## config.mk

```make
export PLATFORM = sky130hd
export DESIGN_NAME = wid_dispatch
export DESIGN_NICKNAME = d
export VERILOG_FILES = /design/src/inc/wid_pkg.sv /design/src/wid_axil_slave.sv /design/src/wid_dispatch.sv
export SDC_FILE = /design/constraint.sdc
export NUM_CORES = 1
export LEC_CHECK = 0
export ABC_AREA = 1
export BUFFER_PORTS_ARGS = -buffer_cell sky130_fd_sc_hd__buf_2
export CORE_ASPECT_RATIO = 1.2
export CORE_UTILIZATION = 52
export CTS_CLUSTER_DIAMETER = 40
export DETAILED_ROUTE_END_ITERATION = 10
export PLACE_DENSITY = 0.88
export SETUP_SLACK_MARGIN = 0.02
export SLEW_MARGIN = 15
export SYNTH_ARGS = -nofsm -noshare
export SYNTH_HDL_FRONTEND = slang
export SYNTH_SLANG_ARGS = --single-unit
```

## constraint.sdc

```tcl
create_clock -name aclk -period 3.3 [get_ports aclk]
set_input_delay 0.33 -clock aclk [delete_from_list [all_inputs] [get_ports aclk]]
set_output_delay 0.33 -clock aclk [all_outputs]
set_load 0.01 [all_outputs]
```

## src/inc/wid_pkg.sv

```systemverilog
// Function
// - Wake-up only leaves sleep or idle; in green and normal modes sources act only as interrupts.
// - Sources are external pin, pin change, timer overflow, conversion done, comparator, PWM and low-voltage events, each gated by its own enables.
// - In sleep, an enabled external-pin wake with interrupts disabled resumes at the next instruction.
// - In idle, an enabled external-pin wake with interrupts disabled resumes at the next instruction.
// - In sleep, pin change with wake and interrupt enables set and interrupts enabled branches to the vector.
// - In sleep or idle, pin change wake with interrupts disabled resumes at the next instruction.
// - A vectored wake uses the source vector: 0x06 pin change, 0x0f comparator, 0x0c conversion, 0x21 low voltage.
// - Entering sleep stops oscillator and timers unless a conversion is running; an enabled watchdog is cleared and keeps running.
package wid_pkg;

  localparam int NSRC = 10;

  // Source indices, lowest index has priority
  localparam int SRC_EXT     = 0;
  localparam int SRC_PCHG    = 1;
  localparam int SRC_TIMER   = 2;
  localparam int SRC_CONV    = 3;
  localparam int SRC_CMP     = 4;
  localparam int SRC_PWMA_P  = 5;
  localparam int SRC_PWMB_P  = 6;
  localparam int SRC_PWMA_D  = 7;
  localparam int SRC_PWMB_D  = 8;
  localparam int SRC_LVD     = 9;

  // Sources able to wake from sleep by their wake enable
  localparam logic [NSRC-1:0] SLEEP_WAKE_SET = 10'h21b;
  // Sources whose interrupt enable alone wakes from idle
  localparam logic [NSRC-1:0] IDLE_IRQ_WAKE_SET = 10'h1e4;

  typedef logic [7:0] wid_vec_t;
  localparam wid_vec_t VEC_EXT    = 8'h03;
  localparam wid_vec_t VEC_PCHG   = 8'h06;
  localparam wid_vec_t VEC_TIMER  = 8'h09;
  localparam wid_vec_t VEC_CONV   = 8'h0c;
  localparam wid_vec_t VEC_CMP    = 8'h0f;
  localparam wid_vec_t VEC_PWMA_P = 8'h12;
  localparam wid_vec_t VEC_PWMB_P = 8'h15;
  localparam wid_vec_t VEC_PWMA_D = 8'h18;
  localparam wid_vec_t VEC_PWMB_D = 8'h1b;
  localparam wid_vec_t VEC_LVD    = 8'h21;

  // Register byte offsets
  localparam logic [7:0] OFS_CTRL     = 8'h00;
  localparam logic [7:0] OFS_WAKE_EN  = 8'h04;
  localparam logic [7:0] OFS_IRQ_EN   = 8'h08;
  localparam logic [7:0] OFS_STATE    = 8'h0c;
  localparam logic [7:0] OFS_INT_STAT = 8'h10;
  localparam logic [7:0] OFS_INT_MASK = 8'h14;
  localparam logic [7:0] OFS_LAST_VEC = 8'h18;

  // Control bits
  localparam int CTRL_IDLE_SEL  = 0;
  localparam int CTRL_GREEN_SEL = 1;
  localparam int CTRL_WDT_EN    = 2;
  localparam logic [2:0] CTRL_RST = 3'h0;
  localparam logic [NSRC-1:0] EN_RST = 10'h000;

  // Interrupt status bits
  localparam int NINT        = 4;
  localparam int INT_WAKE    = 0;
  localparam int INT_VECTOR  = 1;
  localparam int INT_SLEEP   = 2;
  localparam int INT_CFG_ERR = 3;
  localparam logic [NINT-1:0] INT_RST = 4'h0;

  localparam logic [1:0] RESP_OKAY   = 2'h0;
  localparam logic [1:0] RESP_SLVERR = 2'h2;

  typedef enum logic [3:0] {
    WID_NORMAL = 4'b0001,
    WID_GREEN  = 4'b0010,
    WID_IDLE   = 4'b0100,
    WID_SLEEP  = 4'b1000
  } wid_mode_e;

endpackage

```

## src/wid_axil_slave.sv

```systemverilog
`timescale 1ns/1ps
module wid_axil_slave (
  // Clock and reset
  input  wire logic        aclk,
  input  wire logic        aresetn,
  // Write channels
  input  wire logic [7:0]  awaddr,
  input  wire logic        awvalid,
  output logic             awready,
  input  wire logic [31:0] wdata,
  input  wire logic [3:0]  wstrb,
  input  wire logic        wvalid,
  output logic             wready,
  output logic [1:0]       bresp,
  output logic             bvalid,
  input  wire logic        bready,
  // Read channels
  input  wire logic [7:0]  araddr,
  input  wire logic        arvalid,
  output logic             arready,
  output logic [31:0]      rdata,
  output logic [1:0]       rresp,
  output logic             rvalid,
  input  wire logic        rready,
  // Register side
  output logic             wr_en,
  output logic [7:0]       wr_addr,
  output logic [31:0]      wr_data,
  output logic [3:0]       wr_strb,
  input  wire logic        wr_ok,
  output logic [7:0]       rd_addr,
  input  wire logic [31:0] rd_data,
  input  wire logic        rd_ok
);
  logic        aw_hold;
  logic        w_hold;
  logic [7:0]  aw_q;
  logic [31:0] w_q;
  logic [3:0]  s_q;
  logic        aw_have;
  logic        w_have;

  assign awready = !aw_hold && !bvalid;
  assign wready  = !w_hold && !bvalid;
  assign arready = !rvalid;
  assign aw_have = aw_hold || (awvalid && awready);
  assign w_have  = w_hold || (wvalid && wready);
  assign wr_en   = aw_have && w_have && !bvalid;
  assign wr_addr = aw_hold ? aw_q : awaddr;
  assign wr_data = w_hold ? w_q : wdata;
  assign wr_strb = w_hold ? s_q : wstrb;
  assign rd_addr = araddr;

  always_ff @(posedge aclk) begin
    if (!aresetn) begin
      aw_hold <= 1'b0;
      aw_q    <= 8'h00;
    end else if (wr_en) begin
      aw_hold <= 1'b0;
    end else if (awvalid && awready) begin
      aw_hold <= 1'b1;
      aw_q    <= awaddr;
    end
  end

  always_ff @(posedge aclk) begin
    if (!aresetn) begin
      w_hold <= 1'b0;
      w_q    <= 32'h0000_0000;
      s_q    <= 4'h0;
    end else if (wr_en) begin
      w_hold <= 1'b0;
    end else if (wvalid && wready) begin
      w_hold <= 1'b1;
      w_q    <= wdata;
      s_q    <= wstrb;
    end
  end

  always_ff @(posedge aclk) begin
    if (!aresetn) begin
      bvalid <= 1'b0;
      bresp  <= wid_pkg::RESP_OKAY;
    end else if (wr_en) begin
      bvalid <= 1'b1;
      bresp  <= wr_ok ? wid_pkg::RESP_OKAY : wid_pkg::RESP_SLVERR;
    end else if (bready) begin
      bvalid <= 1'b0;
    end
  end

  always_ff @(posedge aclk) begin
    if (!aresetn) begin
      rvalid <= 1'b0;
      rdata  <= 32'h0000_0000;
      rresp  <= wid_pkg::RESP_OKAY;
    end else if (arvalid && arready) begin
      rvalid <= 1'b1;
      rdata  <= rd_ok ? rd_data : 32'h0000_0000;
      rresp  <= rd_ok ? wid_pkg::RESP_OKAY : wid_pkg::RESP_SLVERR;
    end else if (rready) begin
      rvalid <= 1'b0;
    end
  end
endmodule

```

## src/wid_dispatch.sv

```systemverilog
// Implementation choices: the address map and register access over AXI4-Lite.
`timescale 1ns/1ps
module wid_dispatch (
  // Clock and reset
  input  wire logic                     aclk,
  input  wire logic                     aresetn,
  // AXI4-Lite register bus
  input  wire logic [7:0]               s_axi_awaddr,
  input  wire logic                     s_axi_awvalid,
  output logic                          s_axi_awready,
  input  wire logic [31:0]              s_axi_wdata,
  input  wire logic [3:0]               s_axi_wstrb,
  input  wire logic                     s_axi_wvalid,
  output logic                          s_axi_wready,
  output logic [1:0]                    s_axi_bresp,
  output logic                          s_axi_bvalid,
  input  wire logic                     s_axi_bready,
  input  wire logic [7:0]               s_axi_araddr,
  input  wire logic                     s_axi_arvalid,
  output logic                          s_axi_arready,
  output logic [31:0]                   s_axi_rdata,
  output logic [1:0]                    s_axi_rresp,
  output logic                          s_axi_rvalid,
  input  wire logic                     s_axi_rready,
  // Instruction core
  input  wire logic                     global_irq_enable_instr,
  input  wire logic                     global_irq_disable_instr,
  input  wire logic                     sleep_instr,
  output logic                          core_halted,
  output logic                          wake_pulse,
  output logic                          vector_take,
  output logic [7:0]                    vector_addr,
  // Peripheral events
  input  wire logic [wid_pkg::NSRC-1:0] src_event,
  input  wire logic                     conv_busy,
  // Clock and watchdog control
  output logic                          osc_run,
  output logic                          timers_run,
  output logic                          wdt_clear,
  // Interrupt
  output logic                          irq
);
  wid_pkg::wid_mode_e       mode;
  wid_pkg::wid_mode_e       next_mode;
  logic                     gie;
  logic [2:0]               ctrl;
  logic [wid_pkg::NSRC-1:0] wake_en;
  logic [wid_pkg::NSRC-1:0] irq_en;
  logic [wid_pkg::NINT-1:0] int_stat;
  logic [wid_pkg::NINT-1:0] int_mask;
  logic [wid_pkg::NINT-1:0] int_set;
  logic [7:0]               last_vec;
  logic                     wr_en;
  logic [7:0]               wr_addr;
  logic [31:0]              wr_data;
  logic [3:0]               wr_strb;
  logic [31:0]              wmask;
  logic                     wr_ok;
  logic [7:0]               rd_addr;
  logic [31:0]              rd_data;
  logic                     rd_ok;
  logic [wid_pkg::NSRC-1:0] can_wake;
  logic [wid_pkg::NSRC-1:0] can_irq;
  logic [wid_pkg::NSRC-1:0] hit;
  logic [7:0]               vec_tab [wid_pkg::NSRC];
  logic                     asleep;
  logic                     any_hit;
  logic                     do_vector;
  logic [7:0]               sel_vec;
  logic                     multi_wake;
  logic                     enter_sleep;

  wid_axil_slave u_bus (
    .aclk    (aclk),
    .aresetn (aresetn),
    .awaddr  (s_axi_awaddr),
    .awvalid (s_axi_awvalid),
    .awready (s_axi_awready),
    .wdata   (s_axi_wdata),
    .wstrb   (s_axi_wstrb),
    .wvalid  (s_axi_wvalid),
    .wready  (s_axi_wready),
    .bresp   (s_axi_bresp),
    .bvalid  (s_axi_bvalid),
    .bready  (s_axi_bready),
    .araddr  (s_axi_araddr),
    .arvalid (s_axi_arvalid),
    .arready (s_axi_arready),
    .rdata   (s_axi_rdata),
    .rresp   (s_axi_rresp),
    .rvalid  (s_axi_rvalid),
    .rready  (s_axi_rready),
    .wr_en   (wr_en),
    .wr_addr (wr_addr),
    .wr_data (wr_data),
    .wr_strb (wr_strb),
    .wr_ok   (wr_ok),
    .rd_addr (rd_addr),
    .rd_data (rd_data),
    .rd_ok   (rd_ok)
  );

  assign wmask = {{8{wr_strb[3]}}, {8{wr_strb[2]}}, {8{wr_strb[1]}}, {8{wr_strb[0]}}};

  always_comb begin
    wr_ok = 1'b1;
    case (wr_addr)
      wid_pkg::OFS_CTRL,
      wid_pkg::OFS_WAKE_EN,
      wid_pkg::OFS_IRQ_EN,
      wid_pkg::OFS_INT_STAT,
      wid_pkg::OFS_INT_MASK: wr_ok = 1'b1;
      wid_pkg::OFS_STATE,
      wid_pkg::OFS_LAST_VEC: wr_ok = 1'b1;
      default:               wr_ok = 1'b0;
    endcase
  end

  // Vector table per source
  assign vec_tab[wid_pkg::SRC_EXT]    = wid_pkg::VEC_EXT;
  assign vec_tab[wid_pkg::SRC_PCHG]   = wid_pkg::VEC_PCHG;
  assign vec_tab[wid_pkg::SRC_TIMER]  = wid_pkg::VEC_TIMER;
  assign vec_tab[wid_pkg::SRC_CONV]   = wid_pkg::VEC_CONV;
  assign vec_tab[wid_pkg::SRC_CMP]    = wid_pkg::VEC_CMP;
  assign vec_tab[wid_pkg::SRC_PWMA_P] = wid_pkg::VEC_PWMA_P;
  assign vec_tab[wid_pkg::SRC_PWMB_P] = wid_pkg::VEC_PWMB_P;
  assign vec_tab[wid_pkg::SRC_PWMA_D] = wid_pkg::VEC_PWMA_D;
  assign vec_tab[wid_pkg::SRC_PWMB_D] = wid_pkg::VEC_PWMB_D;
  assign vec_tab[wid_pkg::SRC_LVD]    = wid_pkg::VEC_LVD;

  assign asleep = (mode == wid_pkg::WID_SLEEP) || (mode == wid_pkg::WID_IDLE);

  // Per-source gating by mode and enables
  for (genvar i = 0; i < wid_pkg::NSRC; i++) begin : g_src
    always_comb begin
      case (mode)
        wid_pkg::WID_SLEEP: can_wake[i] = wid_pkg::SLEEP_WAKE_SET[i] && wake_en[i];
        wid_pkg::WID_IDLE:  can_wake[i] = (wid_pkg::SLEEP_WAKE_SET[i] && wake_en[i]) ||
                                          (wid_pkg::IDLE_IRQ_WAKE_SET[i] && irq_en[i]);
        default:            can_wake[i] = 1'b0;
      endcase
    end
    assign can_irq[i] = irq_en[i];
    assign hit[i]     = src_event[i] && (asleep ? can_wake[i] : can_irq[i]);
  end

  assign any_hit = |hit;

  // Lowest index wins when events coincide
  always_comb begin
    sel_vec   = vec_tab[0];
    do_vector = 1'b0;
    for (int k = wid_pkg::NSRC - 1; k >= 0; k--) begin
      if (hit[k]) begin
        sel_vec   = vec_tab[k];
        do_vector = gie && irq_en[k];
      end
    end
  end

  // Enabled wake sources in excess of one, or watchdog plus any
  always_comb begin
    int n;
    n = 0;
    for (int k = 0; k < wid_pkg::NSRC; k++) begin
      if (wid_pkg::SLEEP_WAKE_SET[k] && wake_en[k]) begin
        n = n + 1;
      end
    end
    multi_wake = (n > 1) || ((n > 0) && ctrl[wid_pkg::CTRL_WDT_EN]);
  end

  assign enter_sleep = sleep_instr && !asleep;

  always_comb begin
    next_mode = mode;
    case (mode)
      wid_pkg::WID_NORMAL,
      wid_pkg::WID_GREEN: begin
        if (enter_sleep) begin
          next_mode = ctrl[wid_pkg::CTRL_IDLE_SEL] ? wid_pkg::WID_IDLE : wid_pkg::WID_SLEEP;
        end else begin
          next_mode = ctrl[wid_pkg::CTRL_GREEN_SEL] ? wid_pkg::WID_GREEN : wid_pkg::WID_NORMAL;
        end
      end
      wid_pkg::WID_IDLE,
      wid_pkg::WID_SLEEP: begin
        if (any_hit) begin
          next_mode = ctrl[wid_pkg::CTRL_GREEN_SEL] ? wid_pkg::WID_GREEN : wid_pkg::WID_NORMAL;
        end
      end
      default: next_mode = wid_pkg::WID_NORMAL;
    endcase
  end

  always_ff @(posedge aclk) begin
    if (!aresetn) begin
      mode <= wid_pkg::WID_NORMAL;
    end else begin
      mode <= next_mode;
    end
  end

  always_ff @(posedge aclk) begin
    if (!aresetn) begin
      gie <= 1'b0;
    end else if (global_irq_enable_instr) begin
      gie <= 1'b1;
    end else if (global_irq_disable_instr) begin
      gie <= 1'b0;
    end
  end

  // Dispatch outcome to the core
  always_ff @(posedge aclk) begin
    if (!aresetn) begin
      wake_pulse  <= 1'b0;
      vector_take <= 1'b0;
      vector_addr <= 8'h00;
      last_vec    <= 8'h00;
    end else begin
      wake_pulse  <= asleep && any_hit;
      vector_take <= any_hit && do_vector;
      if (any_hit && do_vector) begin
        vector_addr <= sel_vec;
        last_vec    <= sel_vec;
      end
    end
  end

  // Sleep stops clocks unless a conversion is running
  always_ff @(posedge aclk) begin
    if (!aresetn) begin
      osc_run    <= 1'b1;
      timers_run <= 1'b1;
      wdt_clear  <= 1'b0;
    end else begin
      osc_run    <= !(next_mode == wid_pkg::WID_SLEEP) || conv_busy;
      timers_run <= !(next_mode == wid_pkg::WID_SLEEP) || conv_busy;
      wdt_clear  <= enter_sleep && ctrl[wid_pkg::CTRL_WDT_EN];
    end
  end

  assign core_halted = asleep;

  always_ff @(posedge aclk) begin
    if (!aresetn) begin
      ctrl <= wid_pkg::CTRL_RST;
    end else if (wr_en && wr_addr == wid_pkg::OFS_CTRL) begin
      ctrl <= (ctrl & ~wmask[2:0]) | (wr_data[2:0] & wmask[2:0]);
    end
  end

  always_ff @(posedge aclk) begin
    if (!aresetn) begin
      wake_en <= wid_pkg::EN_RST;
    end else if (wr_en && wr_addr == wid_pkg::OFS_WAKE_EN) begin
      wake_en <= (wake_en & ~wmask[9:0]) | (wr_data[9:0] & wmask[9:0]);
    end
  end

  always_ff @(posedge aclk) begin
    if (!aresetn) begin
      irq_en <= wid_pkg::EN_RST;
    end else if (wr_en && wr_addr == wid_pkg::OFS_IRQ_EN) begin
      irq_en <= (irq_en & ~wmask[9:0]) | (wr_data[9:0] & wmask[9:0]);
    end
  end

  always_ff @(posedge aclk) begin
    if (!aresetn) begin
      int_mask <= wid_pkg::INT_RST;
    end else if (wr_en && wr_addr == wid_pkg::OFS_INT_MASK) begin
      int_mask <= (int_mask & ~wmask[3:0]) | (wr_data[3:0] & wmask[3:0]);
    end
  end

  assign int_set[wid_pkg::INT_WAKE]    = asleep && any_hit;
  assign int_set[wid_pkg::INT_VECTOR]  = any_hit && do_vector;
  assign int_set[wid_pkg::INT_SLEEP]   = enter_sleep;
  assign int_set[wid_pkg::INT_CFG_ERR] = enter_sleep && multi_wake;

  // Write one to clear; a new event in the same cycle wins
  always_ff @(posedge aclk) begin
    if (!aresetn) begin
      int_stat <= wid_pkg::INT_RST;
    end else if (wr_en && wr_addr == wid_pkg::OFS_INT_STAT) begin
      int_stat <= (int_stat & ~(wr_data[3:0] & wmask[3:0])) | int_set;
    end else begin
      int_stat <= int_stat | int_set;
    end
  end

  assign irq = |(int_stat & int_mask);

  always_comb begin
    rd_ok   = 1'b1;
    rd_data = 32'h0000_0000;
    case (rd_addr)
      wid_pkg::OFS_CTRL:     rd_data[2:0] = ctrl;
      wid_pkg::OFS_WAKE_EN:  rd_data[9:0] = wake_en;
      wid_pkg::OFS_IRQ_EN:   rd_data[9:0] = irq_en;
      wid_pkg::OFS_STATE:    rd_data[5:0] = {multi_wake, gie, mode};
      wid_pkg::OFS_INT_STAT: rd_data[3:0] = int_stat;
      wid_pkg::OFS_INT_MASK: rd_data[3:0] = int_mask;
      wid_pkg::OFS_LAST_VEC: rd_data[7:0] = last_vec;
      default:               rd_ok = 1'b0;
    endcase
  end
endmodule

```

# After elaboration in Yosys (flattened, before gate mapping)
# Cells that the tools add are included.
[op_classes]
n_addsub = 4
multipliers = 0
div_mod_pow = 0
n_lt_le_gt_ge = 2
n_eq_ne = 17
shifts = 0
n_mux = 70
n_bitwise = 21
n_reduce_logical = 63
[op_table]
columns = ["operator", "count"]
rows = [
  ["$add A32 B2 Y32 const B", 4],
  ["$mux W32", 4],
  ["$mux W8", 10],
  ["$eq A8 B5 Y1 const B", 6],
  ["$mux W1", 39],
  ["$logic_and A1 B1 Y1", 38],
  ["$eq A8 B4 Y1 const B", 4],
  ["$gt A32 B1 Y1 const B", 1],
  ["$gt A32 B2 Y1 const B", 1],
  ["$and A10 B10 Y10", 3],
  ["$pmux W3 S7", 1],
  ["$mux W10", 2],
  ["$or A10 B10 Y10", 2],
  ["$and A4 B4 Y4", 4],
  ["$eq A8 B3 Y1 const B", 2],
  ["$logic_not A8 Y1", 2],
  ["$mux W4", 4],
  ["$reduce_or A7 Y1", 2],
  ["$or A4 B4 Y4", 3],
  ["$not A10 Y10", 1],
  ["$reduce_or A10 Y1", 1],
  ["$eq A4 B4 Y1 const B", 2],
  ["$mux W2", 4],
  ["$not A4 Y4", 2],
  ["19 further kinds", 35],
]
[totals]
reg_bits = 108
latch_bits = 0
mem_bits_rw = 0
mem_bits_ro = 0
inputBits = 73
output_inout_bits = 56
word_cells = 199
mem_count = 0

# Longest topological paths before layout
# Gate-level depths: netlist of run 1.
[depth]
word_depth = 18
depth_mapped = 19
depth_no_buf = 19

# Cells and area by module
# Synthesis of run 1 repeated with hierarchy kept, for this count alone.
[hier_totals]
cells_unflattened = 1013
hier_area_um2 = 6628.9
[by_module_without_submodules]
columns = ["mod", "instances", "cells_per_inst", "area_each_um2", "seq_area_each_um2"]
rows = [
  ["wid_axil_slave", 1, 571, 3789.9, 1641.6],
  ["wid_dispatch", 1, 442, 2839.0, 920.9],
]

# Worst setup path before layout of run 1
# Ideal clock, no wire load.
[synth_path]
path_type = "reg-to-reg"
start = "reg with a tool-made name"
end = "reg u_bus.rdata[5]"
setup_ps = 132
arrival_ps = 2178
t_required_ps = 3168
setup_slack_ps = 990
path_stages_with_launch = 18
n_path_buf = 0
period_less_slack_ps = 2310
cell_sequence = "dfxtp_1 > inv_1 > ha_1 > or2_2 > nand2_1 > xnor2_1 > nand2_1 > o21ai_0 > inv_1 > ha_1 > nand2_1 > o21ai_0 > nor2_1 > nand2_1 > nand2_1 > nand2_1 > nand2_1 > a21oi_1"
[synth_rtl]
columns = ["item", "line_no", "text"]
rows = [
  ["to (signal assigned)", "wid_axil_slave.sv:99", "rdata <= rd_ok ? rd_data : 32'h0000_0000;"],
  ["to (decl)", "wid_axil_slave.sv:21", "output logic [31:0] rdata,"],
]

==> flow_summary.yaml, run 1 <==
run_status:
  outcome: "finished clean"
floorplan:
  num_rows: 36
  core_region_area_um2: 8200
  start_util_pct: 54.0
  die_h_um: 103
  fp.dieW_um: 86.2
  io_pins: 129
  die_area_um2: 8880
clock_tree:
  clkSinkCount: 82
  htreeDepth: 3
  cts_resized: 0
  path_clk_slew_ns: 0.09
  cts-root-buf: "clkbuf_8"
  post-cts-setup-buffers: 0
  cts_buffer_depth: 2
  cts_tree: "done"
  clock_latency_ns: 0.36
  postCtsHoldBufs: 0
  numCtsBuffers: 9
min_path:
  min-delay-path-class: "input port to flip-flop"
  holdPathEnd: "timers_run$_SDFF_PN1_"
  hold_depth: 3
  min-delay-start: "conv_busy"
global_routing:
  track_usage_pct: 27.6
  antenna_found_initial: 0
  grt_pass1_wl_mm: 19.2
  grt-ovfl-total: 0
  grt_start_max_net_pins: 59
  grt_pass1_vias: 4238
power_and_ir_drop:
  p_int_w: 0.00160
  power_frac_seq_pct: 48.2
  swShare_pct: 31.8
  total_power_w: 0.00235
  share_comb_of_total_power_pct: 19.5
  pwr-share-clk_pct: 32.3
  powerDensity_nw_per_um2: 473
  p_switching_w: 0.000748
  ir_drop_v: 0.000390
  p_leak_nw: 2.29
finish:
  final_nets: 789
  areaGrowthSynthToFinish_pct: 12.4
  layoutNonFillerInstCount: 830
  antenna_cells: 0
  fin_util_pct: 60.7
  drive_gt1_share_pct: 17.3
setup_path:
  worstPathMaxFanout: 5
  crit_top_cell: "nand2_1"
  rrSetupSlack_ns: 0.55
  cpPeakStageDelay_ns: 0.38
  path_depth: 17
  reg2reg_to: "u_bus.rdata[5]$_SDFFE_PN0P_"
  path_buf_inv: 2
  worstSetupPathType: "flip-flop to flip-flop"
  start_kind: "flip-flop"
  r2r_cells: 17
  path_cells: "inv_1 -> ha_1 -> or2_2 -> nand2_1 -> xnor2_1 -> nand2_1 -> o21ai_0 -> inv_1 -> ha_1 -> nand2_1 -> o21ai_0 -> nor2_1 -> nand2_1 -> nand2_1 -> nand2_1 -> nand2_1 -> a21oi_1"
  cp.arrival_ns: 2.97
  critPathCaptureType: "flip-flop"
  cpLargestDelayFamily: "simple AND/OR/NAND/NOR gates"
  slowest_stage: "dfxtp_1"
  critPathRequiredTime_ns: 3.52
timing:
  rsz0062_at_grt: "no"
  hold_violations: 0
  worst_pin_slew_ns: 0.991
  fin_hold_ws_ns: 0.151
  timing.final.crit_share_pct: 83.3
  tns_ns: 0
  final-max-slew-violation-count: 0
  relSlewSlack_pct: 33.3
  max_freq_ghz: 0.364
  min_period_ns: 2.75
  finClkSkew_ns: 0.00716
  final-setup-viol-count: 0
synthesis:
  yosys.area.top_type: "dfxtp_1"
  avgSynthCellArea_um2: 6.91
  synth_edf_count: 0
  ys_ff_latch: 82
  ys_seq_area_share_pct: 37.1
  async_flop_share_pct: 0
  post_synth_inst_count: 640
  ys_warn_count: 0
  yosysMostFrequentCell: "nand2_1"
  synth.area.top_cells: "dfxtp_1 37%, o21ai_0 9.4%, nand2_1 9.1%"
  synthesis.area_um2: 4420
  synth_top_cell_area_share_pct: 37.1
  synth_common_cells: "107 x nand2_1, 88 x inv_1, 83 x o21ai_0"
  netlist-cell-type-count: 45
  synth_ff_type: "dfxtp_1"
drt:
  num_vias: 4512
  post_drt_via_cell_ratio: 5.44
  drtPass1Iterations: 5
  drt_iter0_drc: 344
  routed_wl_mm: 11.6
  routedWlPerCell_um: 14.0
  drc_errors: 0
  detail-route-antenna-nets: 0
placement:
  dp_hpwl_mm: 8.69
  dp.cells: 814
  numPortBuffers: 78
  finalWeightedCongestion: 0.919
job:
  drv_cap: 0
==> through the flow <==
stage / cell area [um2] / setup slack (ns)
final: 4970 / 0.552
after global routing: 4970 / 0.267
after CTS: 4970 / 0.592
after detailed placement: 4770 / 0.607
after global placement: 4770 / 0.757
after floorplan: 4520 / 0.990
==> worst max-delay path by stage <==
stage              start                           to  slack, ns
6_report       flip-flop  u_bus.rdata[5]$_SDFFE_PN0P_       0.55
5_1_grt        flip-flop  u_bus.rdata[5]$_SDFFE_PN0P_       0.27
4_1_cts        flip-flop  u_bus.rdata[5]$_SDFFE_PN0P_       0.59
3_5_place_dp   flip-flop  u_bus.rdata[5]$_SDFFE_PN0P_       0.61
3_3_place_gp   flip-flop  u_bus.rdata[5]$_SDFFE_PN0P_       0.76
2_1_floorplan  flip-flop  u_bus.rdata[5]$_SDFFE_PN0P_       0.99
==> per-layer routing <==
metal | global-route usage [%] | part of all wire (%) | vias to the layer above
li1 | - | - | 2187
met1 | 32.1 | 40 | 2071
met2 | 48.4 | 50 | 222
met3 | 5.28 | 6.7 | 32
met4 | 14.0 | 3.2 | 0
met5 | 0 | 0 | -
==> placed cells by master (no fill, tap or decap), drive strengths merged, types with 2 or more instances in the layout <==
cell type,n
a21oi,67
a31oi,2
buf,80
clkbuf,12
clkinv,3
clkinvlp,2
conb,26
dfxtp,82
ha,5
inv,90
mux2i,2
nand2,118
nand3,25
nand4,3
nor2,64
nor3,9
nor4,2
o2111ai,2
o211ai,4
o21ai,90
o21bai,2
o22ai,13
o311ai,2
o41ai,2
or2,2
==> area by class of cell <==
type                       count  area, um2
clock inverter                 4       50.0
clock buffer                  12        155
tap                          114        143
multi-input combinational    446       2230
sequential                    82       1640
fill                         763       3230
timing repair buffer          80        405
inverter                      92        345
==> logic make-up after synthesis <==
group                    after synthesis  share of synthesized area (%)
flip-flops                            82                           37.1
adder cells (fa/ha/maj)                5                           1.41
XOR/XNOR                               1                          0.198
AO/OA/AOI/OAI                        188                           23.4
other                                  1                         0.0848
multiplexers                           2                          0.453
AND/OR/NAND/NOR                      224                           22.8
buffers and inverters                137                           14.6
==> power by group through the flow <==
stage / combinational [W] / clock (W) / sequential, W
2_1_floorplan: 0.000361 / 0 / 0.00113
3_3_place_gp: 0.000430 / 0 / 0.00115
3_5_place_dp: 0.000451 / 0 / 0.00115
4_1_cts: 0.000454 / 0.000765 / 0.00113
5_1_grt: 0.000517 / 0.000807 / 0.00114
6_report: 0.000459 / 0.000759 / 0.00113
==> worst register-to-register path: stages (launching register included) <==
cell and delay (ns):
dfxtp_1 0.38, inv_1 0.15, ha_1 0.35, or2_2 0.29, nand2_1 0.14, xnor2_1 0.15
nand2_1 0.08, o21ai_0 0.12, inv_1 0.08, ha_1 0.29, nand2_1 0.06, o21ai_0 0.07
nor2_1 0.10, nand2_1 0.11, nand2_1 0.07, nand2_1 0.05, nand2_1 0.06, a21oi_1 0.06
Note: power is estimated with default switching activity, not from simulation.
==> run 2, diff against run 1 <==
--- a/config.mk
+++ b/config.mk
@@ -5,13 +5,13 @@
 export SDC_FILE = /design/constraint.sdc
 export NUM_CORES = 1
 export LEC_CHECK = 0
-export ABC_AREA = 1
+export ABC_AREA = 0
 export BUFFER_PORTS_ARGS = -buffer_cell sky130_fd_sc_hd__buf_2
 export CORE_ASPECT_RATIO = 1.2
-export CORE_UTILIZATION = 52
+export CORE_UTILIZATION = 53
 export CTS_CLUSTER_DIAMETER = 40
 export DETAILED_ROUTE_END_ITERATION = 10
-export PLACE_DENSITY = 0.88
+export PLACE_DENSITY = 0.89
 export SETUP_SLACK_MARGIN = 0.02
 export SLEW_MARGIN = 15
 export SYNTH_ARGS = -nofsm -noshare
==> constraint.sdc (replaced) <==
create_clock -name aclk -period 2.7 [get_ports aclk]
set_input_delay 0.27 -clock aclk [delete_from_list [all_inputs] [get_ports aclk]]
set_output_delay 0.27 -clock aclk [all_outputs]
set_load 0.01 [all_outputs]
==> run 2 against run 1 <==
Against the previous run:
- global-route usage is 0.60 points lower
- register-to-register slack got worse by 0.28 ns
- clock power is 13% higher
- critical endpoint unchanged
- non-clock buffer count rose by 6
==> flow_summary.yaml, run 2 <==
finish:
  fin_area_um2: 5210
  final_nets: 693
  drive_gt1_share_pct: 22.7
  areaGrowthSynthToFinish_pct: 11.8
  fin_util_pct: 60.8
  layout_common_cells: "82 x nor2_1, 82 x dfxtp_1, 78 x buf_2"
  antenna_cells: 0
setup_path:
  path_cells: "inv_1 -> ha_1 -> xnor3_1 -> inv_1 -> ha_1 -> nand2_1 -> and3_1 -> o22ai_1 -> nand4_1 -> a21oi_1"
  slowest_stage: "ha_1"
  path_buf_inv: 2
  worstSetupPathType: "flip-flop to flip-flop"
  cpPeakStageDelay_ns: 0.46
  cpLargestDelayFamily: "adder cells"
  cp.arrival_ns: 2.72
  critPathCaptureType: "flip-flop"
  worstPathMaxFanout: 9
  critPathRequiredTime_ns: 3.00
  start_kind: "flip-flop"
timing:
  min_period_ns: 2.42
  max_freq_ghz: 0.412
  rsz0062_at_grt: "no"
  relSlewSlack_pct: 61.1
  fin_hold_ws_ns: 0.0827
  tns_ns: 0
  timing.final.crit_share_pct: 89.8
  final-setup-viol-count: 0
  finClkSkew_ns: 0.0120
  final-max-slew-violation-count: 0
  worst_pin_slew_ns: 0.584
  hold_violations: 0
run_status:
  outcome: "finished clean"
floorplan:
  num_rows: 37
  die_h_um: 105
  core_region_area_um2: 8560
  io_pins: 129
  die_area_um2: 9170
  start_util_pct: 54.4
  fp.dieW_um: 87.6
synthesis:
  synthesis.area_um2: 4660
  avgSynthCellArea_um2: 8.47
  async_flop_share_pct: 0
  ys_warn_count: 0
  synth.area.top_cells: "dfxtp_1 35%, mux2i_1 9.0%, nor2_1 6.6%"
  ys_seq_area_share_pct: 35.2
  netlist-cell-type-count: 71
  ys_ff_latch: 82
  synth_ff_type: "dfxtp_1"
  synth_top_cell_area_share_pct: 35.2
  yosys.area.top_type: "dfxtp_1"
  synth_common_cells: "82 x dfxtp_1, 82 x nor2_1, 42 x mux2i_1"
  synth_edf_count: 0
  post_synth_inst_count: 550
clock_tree:
  clkSinkCount: 82
  cts-root-buf: "clkbuf_8"
  path_clk_slew_ns: 0.10
  cts_tree: "done"
  htreeDepth: 3
  post-cts-setup-buffers: 0
  numCtsBuffers: 9
  cts_resized: 0
  clock_latency_ns: 0.36
  cts_buffer_depth: 2
  postCtsHoldBufs: 0
placement:
  dp_hpwl_mm: 9.16
  placed_area_um2: 5020
  finalWeightedCongestion: 0.977
  numPortBuffers: 78
drt:
  drtPass1Iterations: 6
  num_vias: 4292
  routed_wl_mm: 12.0
  routedWlPerCell_um: 16.2
  drc_errors: 0
  drt_iter0_drc: 376
  post_drt_via_cell_ratio: 5.82
  detail-route-antenna-nets: 0
power_and_ir_drop:
  ir_drop_v: 0.000384
  p_leak_nw: 2.31
  powerDensity_nw_per_um2: 479
global_routing:
  grt_pass1_vias: 4164
  antenna_found_initial: 0
  track_usage_pct: 27.0
  grt_pass1_wl_mm: 19.3
  grt_start_max_net_pins: 50
  grt-ovfl-total: 0
min_path:
  min-delay-path-class: "input port to flip-flop"
job:
  drv_cap: 0
-- run 2: kinds of logic after synthesis --
logic type | Yosys count | share of synthesized area [%]
buf+inv | 74 | 8.62
simple gates | 192 | 20.0
other cells | 1 | 0.0805
flops | 82 | 35.2
mux | 61 | 13.6
compound gates | 130 | 19.5
xor+xnor | 5 | 1.64
fa+ha+maj | 5 | 1.34
-- run 2: where the power goes --
group          total (W)  internal, W  switching [W]  leakage, nW
Clock           0.000855     0.000348       0.000507       0.0844
Sequential       0.00128      0.00124      0.0000337        0.665
Combinational   0.000366     0.000144       0.000222         1.56
-- run 2: final timing paths --
path	startpoint	to	slack [ns]	cells past startpoint
worst max-delay path	flip-flop	u_bus.rdata[5]$_SDFFE_PN0P_	0.28	10
worst min-delay path	conv_busy	timers_run$_SDFF_PN1_	0.08	2
worst max register to register	flip-flop	u_bus.rdata[5]$_SDFFE_PN0P_	0.28	10
worst min register to register	u_bus.rdata[2]$_SDFFE_PN0P_	u_bus.rdata[2]$_SDFFE_PN0P_	0.46	2
-- run 2: layer usage --
metal	vias to the layer above	wire, um	track usage (%)
met5	-	0	0
met4	0	494	12.5
met3	42	828	4.66
met2	197	5990	47.5
met1	1998	4660	31.0
li1	2055	-	-
-- run 2: cell type report --
class	instances	area, um2
Multi-Input combinational cell	419	2710
Clock inverter	7	60.1
Clock buffer	9	124
Fill cell	757	3360
Sequential cell	82	1640
Timing Repair Buffer	86	463
Tap cell	117	146
Inverter	17	63.8
-- run 2: metrics by stage --
step | worst slack (ns) | total power [W] | cells
finish | 0.275 | 0.00250 | 737
CTS | 0.278 | 0.00250 | 737
floorplan | 0.543 | 0.00158 | 575
global route | 0.0887 | 0.00260 | 737
global placement | 0.378 | 0.00165 | 721
detailed placement | 0.301 | 0.00166 | 721
-- run 2: worst reg2reg max path, delay by kind of cell (launching register included) --
kind / cells / cell delay (ns)
fa+ha+maj: 2 / 0.59
compound gates: 2 / 0.46
flops: 1 / 0.42
simple gates: 3 / 0.37
xor+xnor: 1 / 0.30
buf+inv: 2 / 0.22
==> run 3, diff against run 2 <==
--- a/config.mk
+++ b/config.mk
@@ -8,10 +8,10 @@
 export ABC_AREA = 0
 export BUFFER_PORTS_ARGS = -buffer_cell sky130_fd_sc_hd__buf_2
 export CORE_ASPECT_RATIO = 1.2
-export CORE_UTILIZATION = 53
+export CORE_UTILIZATION = 50
 export CTS_CLUSTER_DIAMETER = 40
 export DETAILED_ROUTE_END_ITERATION = 10
-export PLACE_DENSITY = 0.89
+export PLACE_DENSITY = 0.85
 export SETUP_SLACK_MARGIN = 0.02
 export SLEW_MARGIN = 15
 export SYNTH_ARGS = -nofsm -noshare
==> run 3 against run 2 <==
Against the previous run:
- sequential share of layout area is 0.17 points lower
- combinational power is 1% higher
- die area is 5.9% higher
- first-iteration DRC count is 2.9% higher
- critical path depth stayed put
- sequential power hardly changed
- final cell count is 0.81% higher
- fmax is 4.2% lower
- clock skew is 0.0022 ns higher
- worst hold slack better by 0.023 ns
- global-route usage is 0.83 points lower
- critical path type unchanged
- critical endpoint unchanged
- largest cell class unchanged
==> flow_summary.yaml, run 3 (synthesized netlist as in run 2, its figures left out) <==
run_status:
  outcome: "finished clean"
placement:
  placed_area_um2: 5050
  dp.cells: 728
  finalWeightedCongestion: 1.03
  dp_hpwl_mm: 9.50
  numPortBuffers: 78
clock_tree:
  numCtsBuffers: 9
  cts_tree: "done"
  cts_buffer_depth: 2
  clock_latency_ns: 0.36
  clkSinkCount: 82
  post-cts-setup-buffers: 0
  cts-root-buf: "clkbuf_8"
  htreeDepth: 3
  path_clk_slew_ns: 0.08
timing:
  worst_pin_slew_ns: 0.608
  max_freq_ghz: 0.395
  relSlewSlack_pct: 58.3
  min_period_ns: 2.53
  finClkSkew_ns: 0.0143
  final-setup-viol-count: 0
  rsz0062_at_grt: "no"
  hold_violations: 0
  final-max-slew-violation-count: 0
  tns_ns: 0
  timing.final.crit_share_pct: 93.8
  fin_hold_ws_ns: 0.105
floorplan:
  start_util_pct: 51.6
  fp.dieW_um: 90.1
  die_h_um: 108
  core_region_area_um2: 9030
  die_area_um2: 9710
  num_rows: 38
  io_pins: 129
global_routing:
  grt-ovfl-total: 0
  grt_pass1_vias: 4358
  antenna_found_initial: 0
  track_usage_pct: 26.1
  grt_pass1_wl_mm: 20.1
  grt_start_max_net_pins: 29
finish:
  antenna_cells: 0
  fin_area_um2: 5240
  final_nets: 697
  layoutNonFillerInstCount: 743
  layout_common_cells: "82 x nor2_1, 82 x dfxtp_1, 78 x buf_2"
  areaGrowthSynthToFinish_pct: 12.4
  drive_gt1_share_pct: 22.8
setup_path:
  start_kind: "flip-flop"
  r2r_cells: 10
  reg2reg_to: "u_bus.rdata[5]$_SDFFE_PN0P_"
  critPathCaptureType: "flip-flop"
  rrSetupSlack_ns: 0.17
  worstSetupPathType: "flip-flop to flip-flop"
  cp.arrival_ns: 2.81
  worstPathMaxFanout: 9
  critPathRequiredTime_ns: 2.98
power_and_ir_drop:
  total_power_w: 0.00252
  power_frac_seq_pct: 50.6
  pwr-share-clk_pct: 34.7
  powerDensity_nw_per_um2: 482
  p_switching_w: 0.000689
  ir_drop_v: 0.000315
  share_comb_of_total_power_pct: 14.7
  p_int_w: 0.00183
  swShare_pct: 27.3
  p_leak_nw: 2.34
min_path:
  holdPathEnd: "u_bus.rvalid$_SDFFE_PN0P_"
  hold_depth: 2
  min-delay-path-class: "input port to flip-flop"
  min-delay-start: "s_axi_rready"
drt:
  detail-route-antenna-nets: 0
  drtPass1Iterations: 6
  num_vias: 4402
  routedWlPerCell_um: 16.7
  drc_errors: 0
  routed_wl_mm: 12.4
  post_drt_via_cell_ratio: 5.92
  drt_iter0_drc: 387
job:
  drv_cap: 0
## run 3: layout make-up
type | count | area (um2)
clock buffers | 12 | 145
clock inverters | 3 | 40.0
fillers | 806 | 3800
inverters | 17 | 63.8
multi-input cells | 419 | 2720
flip-flops and latches | 82 | 1640
well taps | 120 | 150
repair buffers | 90 | 480
## run 3: worst max-delay path, cell delays in order, from the launching register on
cell and delay, ns:
dfxtp_1 0.43, inv_1 0.16, ha_1 0.48, xnor3_1 0.31
inv_1 0.09, ha_1 0.13, nand2_1 0.07, and3_1 0.15
o22ai_1 0.32, nand4_1 0.14, a21oi_1 0.17
## run 3: per-stage QoR
step | util (%) | setup slack [ns]
6_report | 58.0 | 0.168
5_1_grt | 58.0 | 0.0383
4_1_cts | 57.9 | 0.229
3_5_place_dp | 55.9 | 0.250
3_3_place_gp | 55.9 | 0.363
2_1_floorplan | - | 0.543
## run 3: routing by layer
layer	up-vias	GRT usage [%]	wire length [um]
met1	2054	28.2	4750
met3	64	5.30	884
li1	2068	-	-
met4	0	17.4	650
met5	-	0	0
met2	216	46.3	6160
## run 3: how the worst max path moves through the flow
stage | cells after the start | slack, ns | endpoint
2_1_floorplan | 10 | 0.54 | u_bus.rdata[5]$_SDFFE_PN0P_
3_3_place_gp | 10 | 0.36 | u_bus.rdata[5]$_SDFFE_PN0P_
3_5_place_dp | 10 | 0.25 | u_bus.rdata[5]$_SDFFE_PN0P_
4_1_cts | 10 | 0.23 | u_bus.rdata[5]$_SDFFE_PN0P_
5_1_grt | 10 | 0.04 | u_bus.rdata[5]$_SDFFE_PN0P_
6_report | 10 | 0.17 | u_bus.rdata[5]$_SDFFE_PN0P_
## run 3: power groups by stage
stage	Clock [W]	Combinational, W	Sequential (W)
after global placement	0	0.000352	0.00130
after detailed placement	0	0.000363	0.00130
after floorplan	0	0.000286	0.00129
after global routing	0.000934	0.000405	0.00128
after CTS	0.000889	0.000366	0.00128
final	0.000874	0.000371	0.00128
## run 3: timing repair
action,in CTS,in global routing
resized for setup,0,1
hold buffers,0,0
setup endpoints to repair,0,1
